[src/inc/ptec_pkg.sv]
package ptec_pkg;
  localparam int PTEC_CHANNELS = 8;
  localparam int PTEC_PINS = 32;
  localparam logic [11:0] PTEC_OFS_TASK_OUT = 12'h000;
  localparam logic [11:0] PTEC_OFS_TASK_SET = 12'h030;
  localparam logic [11:0] PTEC_OFS_TASK_CLR = 12'h060;
  localparam logic [11:0] PTEC_OFS_EVENT_IN = 12'h100;
  localparam logic [11:0] PTEC_OFS_INT_ENABLE = 12'h304;
  localparam logic [11:0] PTEC_OFS_INT_DISABLE = 12'h308;
  localparam logic [11:0] PTEC_OFS_CONFIG = 12'h510;
  localparam logic [11:0] PTEC_OFS_GPIO_OUT = 12'h600;
  localparam logic [11:0] PTEC_OFS_GPIO_OE = 12'h604;
  localparam logic [11:0] PTEC_OFS_PIN_IN = 12'h608;
  localparam int PTEC_MODE_LSB = 0;
  localparam int PTEC_PSEL_LSB = 8;
  localparam int PTEC_POL_LSB = 16;
  localparam int PTEC_INIT_BIT = 20;
  localparam logic [31:0] PTEC_CONFIG_RESET = 32'h0000_0000;
  localparam logic [31:0] PTEC_CONFIG_MASK = 32'h0013_1F03;
  localparam logic [1:0] PTEC_MODE_DISABLED = 2'h0;
  localparam logic [1:0] PTEC_MODE_EVENT = 2'h1;
  localparam logic [1:0] PTEC_MODE_TASK = 2'h3;
  localparam logic [1:0] PTEC_POL_NONE = 2'h0;
  localparam logic [1:0] PTEC_POL_RISE = 2'h1;
  localparam logic [1:0] PTEC_POL_FALL = 2'h2;
  localparam logic [1:0] PTEC_POL_TOGGLE = 2'h3;
  typedef struct packed {
    logic [1:0] mode;
    logic [4:0] pin;
    logic [1:0] action;
    logic init;
  } ptec_cfg_s;
endpackage : ptec_pkg

[src/inc/ptec_chan_if.sv]
`timescale 1ns/1ps
interface ptec_chan_if;
  import ptec_pkg::*;
  ptec_cfg_s cfg;
  logic cfg_wr;
  logic task_out;
  logic task_set;
  logic task_clr;
  logic pin_level;
  logic event_pulse;
  logic drive_en;
  logic drive_val;
  modport ctrl (output cfg, output cfg_wr, output task_out, output task_set, output task_clr, output pin_level,
    input event_pulse, input drive_en, input drive_val);
  modport chan (input cfg, input cfg_wr, input task_out, input task_set, input task_clr, input pin_level,
    output event_pulse, output drive_en, output drive_val);
endinterface : ptec_chan_if

[src/hw/ptec_channel.sv]
`timescale 1ns/1ps
module ptec_channel
  import ptec_pkg::*;
(
  input wire logic clk_i,
  input wire logic srst_i,
  ptec_chan_if.chan ch
);
  logic prev_level;
  logic prev_valid;
  logic out_level;
  logic rise;
  logic fall;
  logic load_init;

  assign rise = prev_valid && !prev_level && ch.pin_level;
  assign fall = prev_valid && prev_level && !ch.pin_level;

  // The stored word lands on the write edge, so the initial level is loaded one edge later
  always_ff @(posedge clk_i)
  begin
    if (srst_i)
      load_init <= 1'b0;
    else
      load_init <= ch.cfg_wr;
  end

  // Edge history restarts on reconfiguration so a pin switch is not seen as an edge
  always_ff @(posedge clk_i)
  begin
    if (srst_i || ch.cfg_wr || ch.cfg.mode != PTEC_MODE_EVENT)
    begin
      prev_valid <= 1'b0;
      prev_level <= 1'b0;
    end
    else
    begin
      prev_valid <= 1'b1;
      prev_level <= ch.pin_level;
    end
  end

  always_ff @(posedge clk_i)
  begin
    if (srst_i)
      ch.event_pulse <= 1'b0;
    else if (ch.cfg.mode == PTEC_MODE_EVENT)
    begin
      case (ch.cfg.action)
        PTEC_POL_RISE: ch.event_pulse <= rise;
        PTEC_POL_FALL: ch.event_pulse <= fall;
        PTEC_POL_TOGGLE: ch.event_pulse <= rise || fall;
        default: ch.event_pulse <= 1'b0;
      endcase
    end
    else
      ch.event_pulse <= 1'b0;
  end

  always_ff @(posedge clk_i)
  begin
    if (srst_i)
      out_level <= 1'b0;
    else if (load_init)
      out_level <= ch.cfg.init;
    else if (ch.task_set)
      out_level <= 1'b1;
    else if (ch.task_clr)
      out_level <= 1'b0;
    else if (ch.task_out)
    begin
      case (ch.cfg.action)
        PTEC_POL_RISE: out_level <= 1'b1;
        PTEC_POL_FALL: out_level <= 1'b0;
        PTEC_POL_TOGGLE: out_level <= !out_level;
        default: out_level <= out_level;
      endcase
    end
  end

  assign ch.drive_en = (ch.cfg.mode == PTEC_MODE_TASK);
  assign ch.drive_val = load_init ? ch.cfg.init : out_level;
endmodule : ptec_channel

[src/hw/ptec_unit.sv]
// The APB slave port was chosen for this implementation.
`timescale 1ns/1ps
// What this block does
// - Mode 0: channel neither drives nor watches its pin.
// - Mode 1: channel watches its pin without driving it (GPIO output enable still applies); chosen edge raises the channel event.
// - Mode 3: channel drives its pin, controlled by set, clear, action tasks.
// - A task-mode channel blocks ordinary GPIO output writes to its pin.
// - Pin select 0..31 picks the one pin for all tasks and event.
// - Action task: 0 none, 1 high, 2 low, 3 invert.
// - Event trigger: 0 never, 1 rising, 2 falling, 3 any change.
// - On entering task mode pin starts at initial output level.
// - Drive-high task sets pin high, drive-low task sets it low.
// - Writing 1 to disable register clears enable; read shows enable.
module ptec_unit
  import ptec_pkg::*;
(
  input wire logic clk_i,
  input wire logic srst_i,
  input wire logic psel_i,
  input wire logic penable_i,
  input wire logic pwrite_i,
  input wire logic [11:0] paddr_i,
  input wire logic [31:0] pwdata_i,
  input wire logic [3:0] pstrb_i,
  output logic [31:0] prdata_o,
  output logic pready_o,
  output logic pslverr_o,
  input wire logic [ptec_pkg::PTEC_PINS-1:0] pin_i,
  output logic [ptec_pkg::PTEC_PINS-1:0] pin_o,
  output logic [ptec_pkg::PTEC_PINS-1:0] pin_oe_o,
  output logic irq_o
);
  localparam int NCH = PTEC_CHANNELS;

  logic [PTEC_PINS-1:0] pin_meta;
  logic [PTEC_PINS-1:0] pin_sync;
  ptec_cfg_s cfg [NCH];
  logic [NCH-1:0] cfg_wr;
  logic [NCH-1:0] task_out;
  logic [NCH-1:0] task_set;
  logic [NCH-1:0] task_clr;
  logic [NCH-1:0] event_pulse;
  logic [NCH-1:0] drive_en;
  logic [NCH-1:0] drive_val;
  logic [NCH-1:0] event_flag;
  logic [NCH-1:0] int_en;
  logic [PTEC_PINS-1:0] gpio_out;
  logic [PTEC_PINS-1:0] gpio_oe;
  logic access;
  logic wr;
  logic full_word;
  logic [2:0] idx;
  logic in_out;
  logic in_set;
  logic in_clr;
  logic in_evt;
  logic in_cfg;
  logic mapped;
  logic [31:0] next_rdata;
  logic aligned;
  logic rd_first;
  logic read_done;
  logic [31:0] read_data;
  logic wr_gpio_out;
  logic wr_gpio_oe;
  logic [PTEC_PINS-1:0] next_pin;
  logic [PTEC_PINS-1:0] next_oe;
  logic [PTEC_PINS-1:0] pin_drive;
  logic [PTEC_PINS-1:0] pin_enable;

  // Pins come from outside the clock domain
  always_ff @(posedge clk_i)
  begin
    if (srst_i)
    begin
      pin_meta <= '0;
      pin_sync <= '0;
    end
    else
    begin
      pin_meta <= pin_i;
      pin_sync <= pin_meta;
    end
  end

  assign access = psel_i && penable_i;
  // Misaligned writes answer with an error and change nothing
  assign aligned = (paddr_i[1:0] == 2'h0);
  assign wr = access && pwrite_i && aligned;
  // Partial-word writes to the config registers are ignored rather than merged
  assign full_word = (pstrb_i == 4'hF);
  assign idx = paddr_i[4:2];
  assign in_out = (paddr_i[11:5] == PTEC_OFS_TASK_OUT[11:5]) && !paddr_i[1];
  assign in_set = (paddr_i[11:2] >= PTEC_OFS_TASK_SET[11:2]) && (paddr_i[11:2] < PTEC_OFS_TASK_SET[11:2] + 10'h8);
  assign in_clr = (paddr_i[11:2] >= PTEC_OFS_TASK_CLR[11:2]) && (paddr_i[11:2] < PTEC_OFS_TASK_CLR[11:2] + 10'h8);
  assign in_evt = (paddr_i[11:5] == PTEC_OFS_EVENT_IN[11:5]);
  assign in_cfg = (paddr_i[11:2] >= PTEC_OFS_CONFIG[11:2]) && (paddr_i[11:2] < PTEC_OFS_CONFIG[11:2] + 10'h8);

  logic [2:0] sidx;
  logic [2:0] cidx;
  assign sidx = 3'(paddr_i[11:2] - PTEC_OFS_TASK_SET[11:2]);
  assign cidx = 3'(paddr_i[11:2] - PTEC_OFS_TASK_CLR[11:2]);
  logic [2:0] gidx;
  assign gidx = 3'(paddr_i[11:2] - PTEC_OFS_CONFIG[11:2]);

  assign mapped = in_out || in_set || in_clr || in_evt || in_cfg || paddr_i == PTEC_OFS_INT_ENABLE
    || paddr_i == PTEC_OFS_INT_DISABLE || paddr_i == PTEC_OFS_GPIO_OUT || paddr_i == PTEC_OFS_GPIO_OE
    || paddr_i == PTEC_OFS_PIN_IN;

  // Writes finish without wait; reads pay one wait state for registered read data
  assign rd_first = access && !pwrite_i && !read_done;
  assign pready_o = !rd_first;
  assign pslverr_o = access && (!mapped || !aligned);

  always_ff @(posedge clk_i)
  begin
    if (srst_i)
      read_done <= 1'b0;
    else
      read_done <= rd_first;
  end

  // Read data is zero outside the completing cycle of a read
  always_ff @(posedge clk_i)
  begin
    if (srst_i)
      read_data <= 32'h0000_0000;
    else if (rd_first)
      read_data <= next_rdata;
    else
      read_data <= 32'h0000_0000;
  end

  genvar g;
  generate
    for (g = 0; g < NCH; g++)
    begin : g_chan
      ptec_chan_if cif ();
      assign cif.cfg = cfg[g];
      assign cif.cfg_wr = cfg_wr[g];
      assign cif.task_out = task_out[g];
      assign cif.task_set = task_set[g];
      assign cif.task_clr = task_clr[g];
      assign cif.pin_level = pin_sync[cfg[g].pin];
      assign event_pulse[g] = cif.event_pulse;
      assign drive_en[g] = cif.drive_en;
      assign drive_val[g] = cif.drive_val;

      // Tasks are triggered by a write with bit 0 set; a write with bit 0 clear does nothing
      assign task_out[g] = wr && in_out && idx == 3'(g) && pwdata_i[0];
      assign task_set[g] = wr && in_set && sidx == 3'(g) && pwdata_i[0];
      assign task_clr[g] = wr && in_clr && cidx == 3'(g) && pwdata_i[0];
      assign cfg_wr[g] = wr && in_cfg && gidx == 3'(g) && full_word;

      always_ff @(posedge clk_i)
      begin
        if (srst_i)
          cfg[g] <= '0;
        else if (cfg_wr[g])
        begin
          cfg[g].mode <= pwdata_i[PTEC_MODE_LSB +: 2];
          cfg[g].pin <= pwdata_i[PTEC_PSEL_LSB +: 5];
          cfg[g].action <= pwdata_i[PTEC_POL_LSB +: 2];
          cfg[g].init <= pwdata_i[PTEC_INIT_BIT];
        end
      end

      // Event set wins over a software clear in the same cycle
      always_ff @(posedge clk_i)
      begin
        if (srst_i)
          event_flag[g] <= 1'b0;
        else if (event_pulse[g])
          event_flag[g] <= 1'b1;
        else if (wr && in_evt && idx == 3'(g) && pwdata_i[0])
          event_flag[g] <= 1'b0;
      end

      ptec_channel u_chan (
        .clk_i(clk_i),
        .srst_i(srst_i),
        .ch(cif.chan)
      );
    end
  endgenerate

  always_ff @(posedge clk_i)
  begin
    if (srst_i)
      int_en <= '0;
    else if (wr && paddr_i == PTEC_OFS_INT_ENABLE)
      int_en <= int_en | pwdata_i[NCH-1:0];
    else if (wr && paddr_i == PTEC_OFS_INT_DISABLE)
      int_en <= int_en & ~pwdata_i[NCH-1:0];
  end

  assign irq_o = |(event_flag & int_en);

  assign wr_gpio_out = wr && paddr_i == PTEC_OFS_GPIO_OUT;
  assign wr_gpio_oe = wr && paddr_i == PTEC_OFS_GPIO_OE;

  always_ff @(posedge clk_i)
  begin
    if (srst_i)
      gpio_out <= '0;
    else if (wr_gpio_out)
      gpio_out <= pwdata_i;
  end

  always_ff @(posedge clk_i)
  begin
    if (srst_i)
      gpio_oe <= '0;
    else if (wr_gpio_oe)
      gpio_oe <= pwdata_i;
  end

  // Pin mux; a higher channel wins when two claim the same pin
  generate
    for (g = 0; g < PTEC_PINS; g++)
    begin : g_pin
      logic [NCH-1:0] claim;
      logic own_val;
      always_comb
      begin
        claim = '0;
        own_val = 1'b0;
        for (int c = 0; c < NCH; c++)
        begin
          if (drive_en[c] && cfg[c].pin == 5'(g))
          begin
            claim[c] = 1'b1;
            own_val = drive_val[c];
          end
        end
      end
      assign next_pin[g] = (|claim) ? own_val : gpio_out[g];
      assign next_oe[g] = (|claim) || gpio_oe[g];
    end
  endgenerate

  // One flop stage keeps the pads free of decode glitches, at the cost of a cycle
  always_ff @(posedge clk_i)
  begin
    if (srst_i)
    begin
      pin_drive <= '0;
      pin_enable <= '0;
    end
    else
    begin
      pin_drive <= next_pin;
      pin_enable <= next_oe;
    end
  end

  assign pin_o = pin_drive;
  assign pin_oe_o = pin_enable;

  always_comb
  begin
    next_rdata = 32'h0000_0000;
    if (in_cfg)
      next_rdata = {11'h000, cfg[gidx].init, 2'h0, cfg[gidx].action, 3'h0, cfg[gidx].pin, 6'h00, cfg[gidx].mode};
    else if (in_evt)
      next_rdata = {31'h0000_0000, event_flag[idx]};
    else if (paddr_i == PTEC_OFS_INT_ENABLE || paddr_i == PTEC_OFS_INT_DISABLE)
      next_rdata = {24'h00_0000, int_en};
    else if (paddr_i == PTEC_OFS_GPIO_OUT)
      next_rdata = gpio_out;
    else if (paddr_i == PTEC_OFS_GPIO_OE)
      next_rdata = gpio_oe;
    else if (paddr_i == PTEC_OFS_PIN_IN)
      next_rdata = pin_sync;
  end

  assign prdata_o = read_data;
endmodule : ptec_unit

[config.mk]
export PLATFORM = sky130hd
export DESIGN_NAME = ptec_unit
export DESIGN_NICKNAME = d
export VERILOG_FILES = /design/src/inc/ptec_pkg.sv /design/src/inc/ptec_chan_if.sv /design/src/hw/ptec_channel.sv /design/src/hw/ptec_unit.sv
export SDC_FILE = /design/constraint.sdc
export NUM_CORES = 1
export LEC_CHECK = 0
export ABC_AREA = 0
export BUFFER_PORTS_ARGS = -buffer_cell sky130_fd_sc_hd__buf_2
export CELL_PAD_IN_SITES_DETAIL_PLACEMENT = 1
export CELL_PAD_IN_SITES_GLOBAL_PLACEMENT = 1
export CORE_MARGIN = 1.5
export CORE_UTILIZATION = 48
export CTS_BUF_LIST = sky130_fd_sc_hd__clkbuf_16
export DETAILED_ROUTE_END_ITERATION = 8
export PLACE_DENSITY_LB_ADDON = 0.08
export SYNTH_ARGS = -nofsm -noshare
export SYNTH_HDL_FRONTEND = slang
export SYNTH_HIERARCHICAL = 1
export SYNTH_SLANG_ARGS = --single-unit
[constraint.sdc]
create_clock -name clk_i -period 4.5 [get_ports clk_i]
set_input_delay 0.45 -clock clk_i [delete_from_list [all_inputs] [get_ports clk_i]]
set_output_delay 0.45 -clock clk_i [all_outputs]
set_load 0.02 [all_outputs]
==> summary.txt <==
Routing
  – DRC: 0
  – Via count of the routed design: 22,400
  – 1st-pass router iterations: 6
  – Routed vias/inst: 7.01
  – Post-DR wirelength/cell: between 30 and 40 um
  – Drt initial violations: roughly 3,100
  – Final ANT Viol Nets: 0
  – DRT Wirelength: 103 mm

Place
  – DP HPWL: between 70 and 80 mm
  – IO Port Bufs: 183
  – Post-DP Area: roughly 23,000 um2
  – DP Worst Slack: 1090 ps
  – RD Place Congestion: 1.02

Layout
  – Layout cell share with drive strength beyond 1: 0.195
  – Syn-to-layout area delta: 11.7%
  – Final instance area: about 25,000 um2
  – Fin util: 0.544
  – Commonest non-fill, non-tap cell in the layout: nand2_1
  – Fill cells: around 5,400
  – Commonest non-fill, non-tap cells in the layout: nand2_1 (314), dfxtp_1 (281), nor2_1 (230)
  – Final net count: between 2,000 and 3,000

Synthesis
  – Post-synthesis cell type count: roughly 80
  – Post-synth EDFFs: 80
  – Register area share after synthesis: 0.363
  – Adder-Cell Fraction of Synth Area: 0.0181
  – Ys Warns: 6
  – Synth Area in Compound Gates: 0.158
  – Post-Synth XOR/XNOR Area: 0
  – Main flop type after synthesis: dfxtp_1
  – Cell Area, Synth: between 20,000 and 25,000 um2
  – Syn Nets: ~2,600
  – Flops & latches, synth: 361
  – Mux cell area share after synthesis: 0.129
  – Simple-gate area share of the yosys netlist: 0.282
  – Syn avg cell area: just under 9 um2
  – Largest family of logic cells by synthesized area: simple AND/OR/NAND/NOR gates
  – Cells after synthesis: 2,491
  – Async set-reset flop share out of synthesis: 0

Timing
  – Max Transition Viols Final: 0
  – RSZ-0062 raised after global routing: false
  – Hold Worst Slack: 63.7 ps
  – Clock Skews: approximately 36 ps
  – Final setup violation count: 0
  – Period utilization: 0.755
  – Final worst-path setup slack: 1100 ps
  – Final hold violation count: 0
  – Final min period: 3400 ps
  – Fmax: 0.294 GHz
  – Setup TNS: 0 ps
  – Slew headroom: 0.124
  – Least-Margin Pin Slew: between 1000 and 1500 ps

Power
  – Worst VDD drop: approximately 0.29 mV
  – NetSw: between 0.002 and 0.0025 W
  – Cell internal pwr: ~0.0055 W
  – Combinational share of power: 0.105
  – Sequential group share of total power: 0.464
  – Switching share of power: 0.280
  – Pleak: 8.88 nW
  – Clock Power Share: 0.432
  – Pwr Density: slightly above 300 nW/um2

Floorplanning
  – FP Rows: 78
  – Die ar.: between 40,000 and 50,000 um2
  – Starting Density: 0.487
  – # IOs: about 180
  – Die H: 218 um
  – Die width: 218 um
  – CORE AREA: between 40,000 and 50,000 um2

Clocking
  – Clock sinks: 361
  – Clock Latency Late Sink: 600 ps
  – Clock tree buffer depth: 3
  – Post-cts gate resize count: 0
  – Reg clk slew, reported paths: 70 ps
  – Postcts setup bufs: 0
  – Root buf cell: clkbuf_16
  – Hold_buf cts: 0
  – Number of CTS-inserted buffers: 40
  – CTS tree: yes
  – H-tree level count: 2

Worst setup path
  – Top delay family on crit path: simple AND/OR/NAND/NOR gates
  – Critical path required time: between 4000 and 5000 ps
  – CP Cell Sequence: and2_1, nand4_1, o22ai_1, or4_1, o311ai_0, o21ai_0, o22ai_1
  – Most frequent CP cell: o22ai_1
  – CP Max Fanout: 14
  – Slowest CP cell: o22ai_1
  – Setup crit end kind: flop
  – WP data arrival: 3810 ps
  – Max stage delay on crit path: about 650 ps
  – WS Path Type: reg -> reg
  – Crit start category: flop
  – Buf/Inv on CP: 0

Global routing
  – Grt ovf: 0
  – Met1 Use GR: 0.592
  – Vias in the first global route: around 22,000
  – Met3 Resource Use GR: 0.118
  – GRT met2 Usage: 0.642
  – First-pass GRT wire length: ~150 mm
  – Largest net degree at the start of global routing: 147
  – Total track usage: 0.431
  – Initial antenna violation count: 11
  – GRT busiest layer: met2

Worst hold path
  – Worst Hold Class: in -> reg

Flow run
  – Total of max-cap violations: 0

Outcome
  – Run status: finished clean
-- cells by family after synthesis --
family / Yosys count
simple gates: 1163
flops: 361
mux: 156
buf+inv: 271
compound gates: 508
fa+ha+maj: 32
-- worst paths after layout --
| path | endpoint | cells past startpoint | from | slack [ps] |
|---|---|---|---|---|
| worst min register to register | pin_sync[12] | 1 | pin_meta[12] | 440 |
| worst max register to register | pin_o[31] | 7 | cfg[4][9] | 1100 |
| worst min-delay path | pin_meta[8] | 2 | pin_i[8] | 60 |
| worst max-delay path | pin_o[31] | 7 | cfg[4][9] | 1100 |
-- synth_stat cells, drive strengths merged, types with 33 or more instances --
master	instances	area [um2]
nand2	314	1180
dfxtp	281	5630
nor2	234	888
a21oi	160	838
clkbuf	129	484
nor2b	110	688
mux4	102	2300
and2	88	551
edfxtp	80	2400
buf	74	368
a22oi	69	518
inv	66	248
nor3	66	340
o22ai	53	338
nand3	49	245
o21ai	46	230
nor4	34	213
nand2b	33	206
-- worst reg2reg max path, delay by kind of cell (launching register included) --
family	cells	cell delay [ps]
and+or+nand+nor	3	1530
DFF	1	420
AOI/OAI and AO/OA	4	1290
-- sequential cells by signal (all words and copies together) (netlist names), 32 cells and up, named ones only --
signal	cells
cfg	80
gpio_oe	32
gpio_out	32
pin_meta	32
pin_o	32
pin_oe_o	32
pin_sync	32
prdata_o	32
-- area by class of cell --
type / instances / area [um2] / area share
Tap cell: 600 / 751 / 0.0303
Multi-Input combinational cell: 1859 / 13100 / 0.528
Sequential cell: 361 / 8030 / 0.325
Antenna cell: 3 / 7.51 / 0.000303
Clock inverter: 33 / 273 / 0.0110
Clock buffer: 41 / 1030 / 0.0415
Timing Repair Buffer: 237 / 1340 / 0.0543
Inverter: 68 / 255 / 0.0103
-- stage by stage --
stage	std cells	power (W)
floorplan	2491	0.00403
global placement	3125	0.00437
detailed placement	3125	0.00440
CTS	3199	0.00767
global route	3199	0.00787
finish	3202	0.00770
-- layer usage --
layer / routed length (um) / up-vias
met5: 57 / -
met4: 4800 / 8
met3: 12800 / 301
met2: 44200 / 1608
met1: 41100 / 11200
li1: - / 9366
-- power by group through the flow --
stage	clock network [W]	registers, W	logic (W)
after floorplan	0	0.00351	0.000521
after global placement	0	0.00362	0.000751
after detailed placement	0	0.00363	0.000771
after CTS	0.00333	0.00356	0.000779
after global routing	0.00347	0.00357	0.000833
final	0.00332	0.00357	0.000807
(Power assumes the default switching activity.)
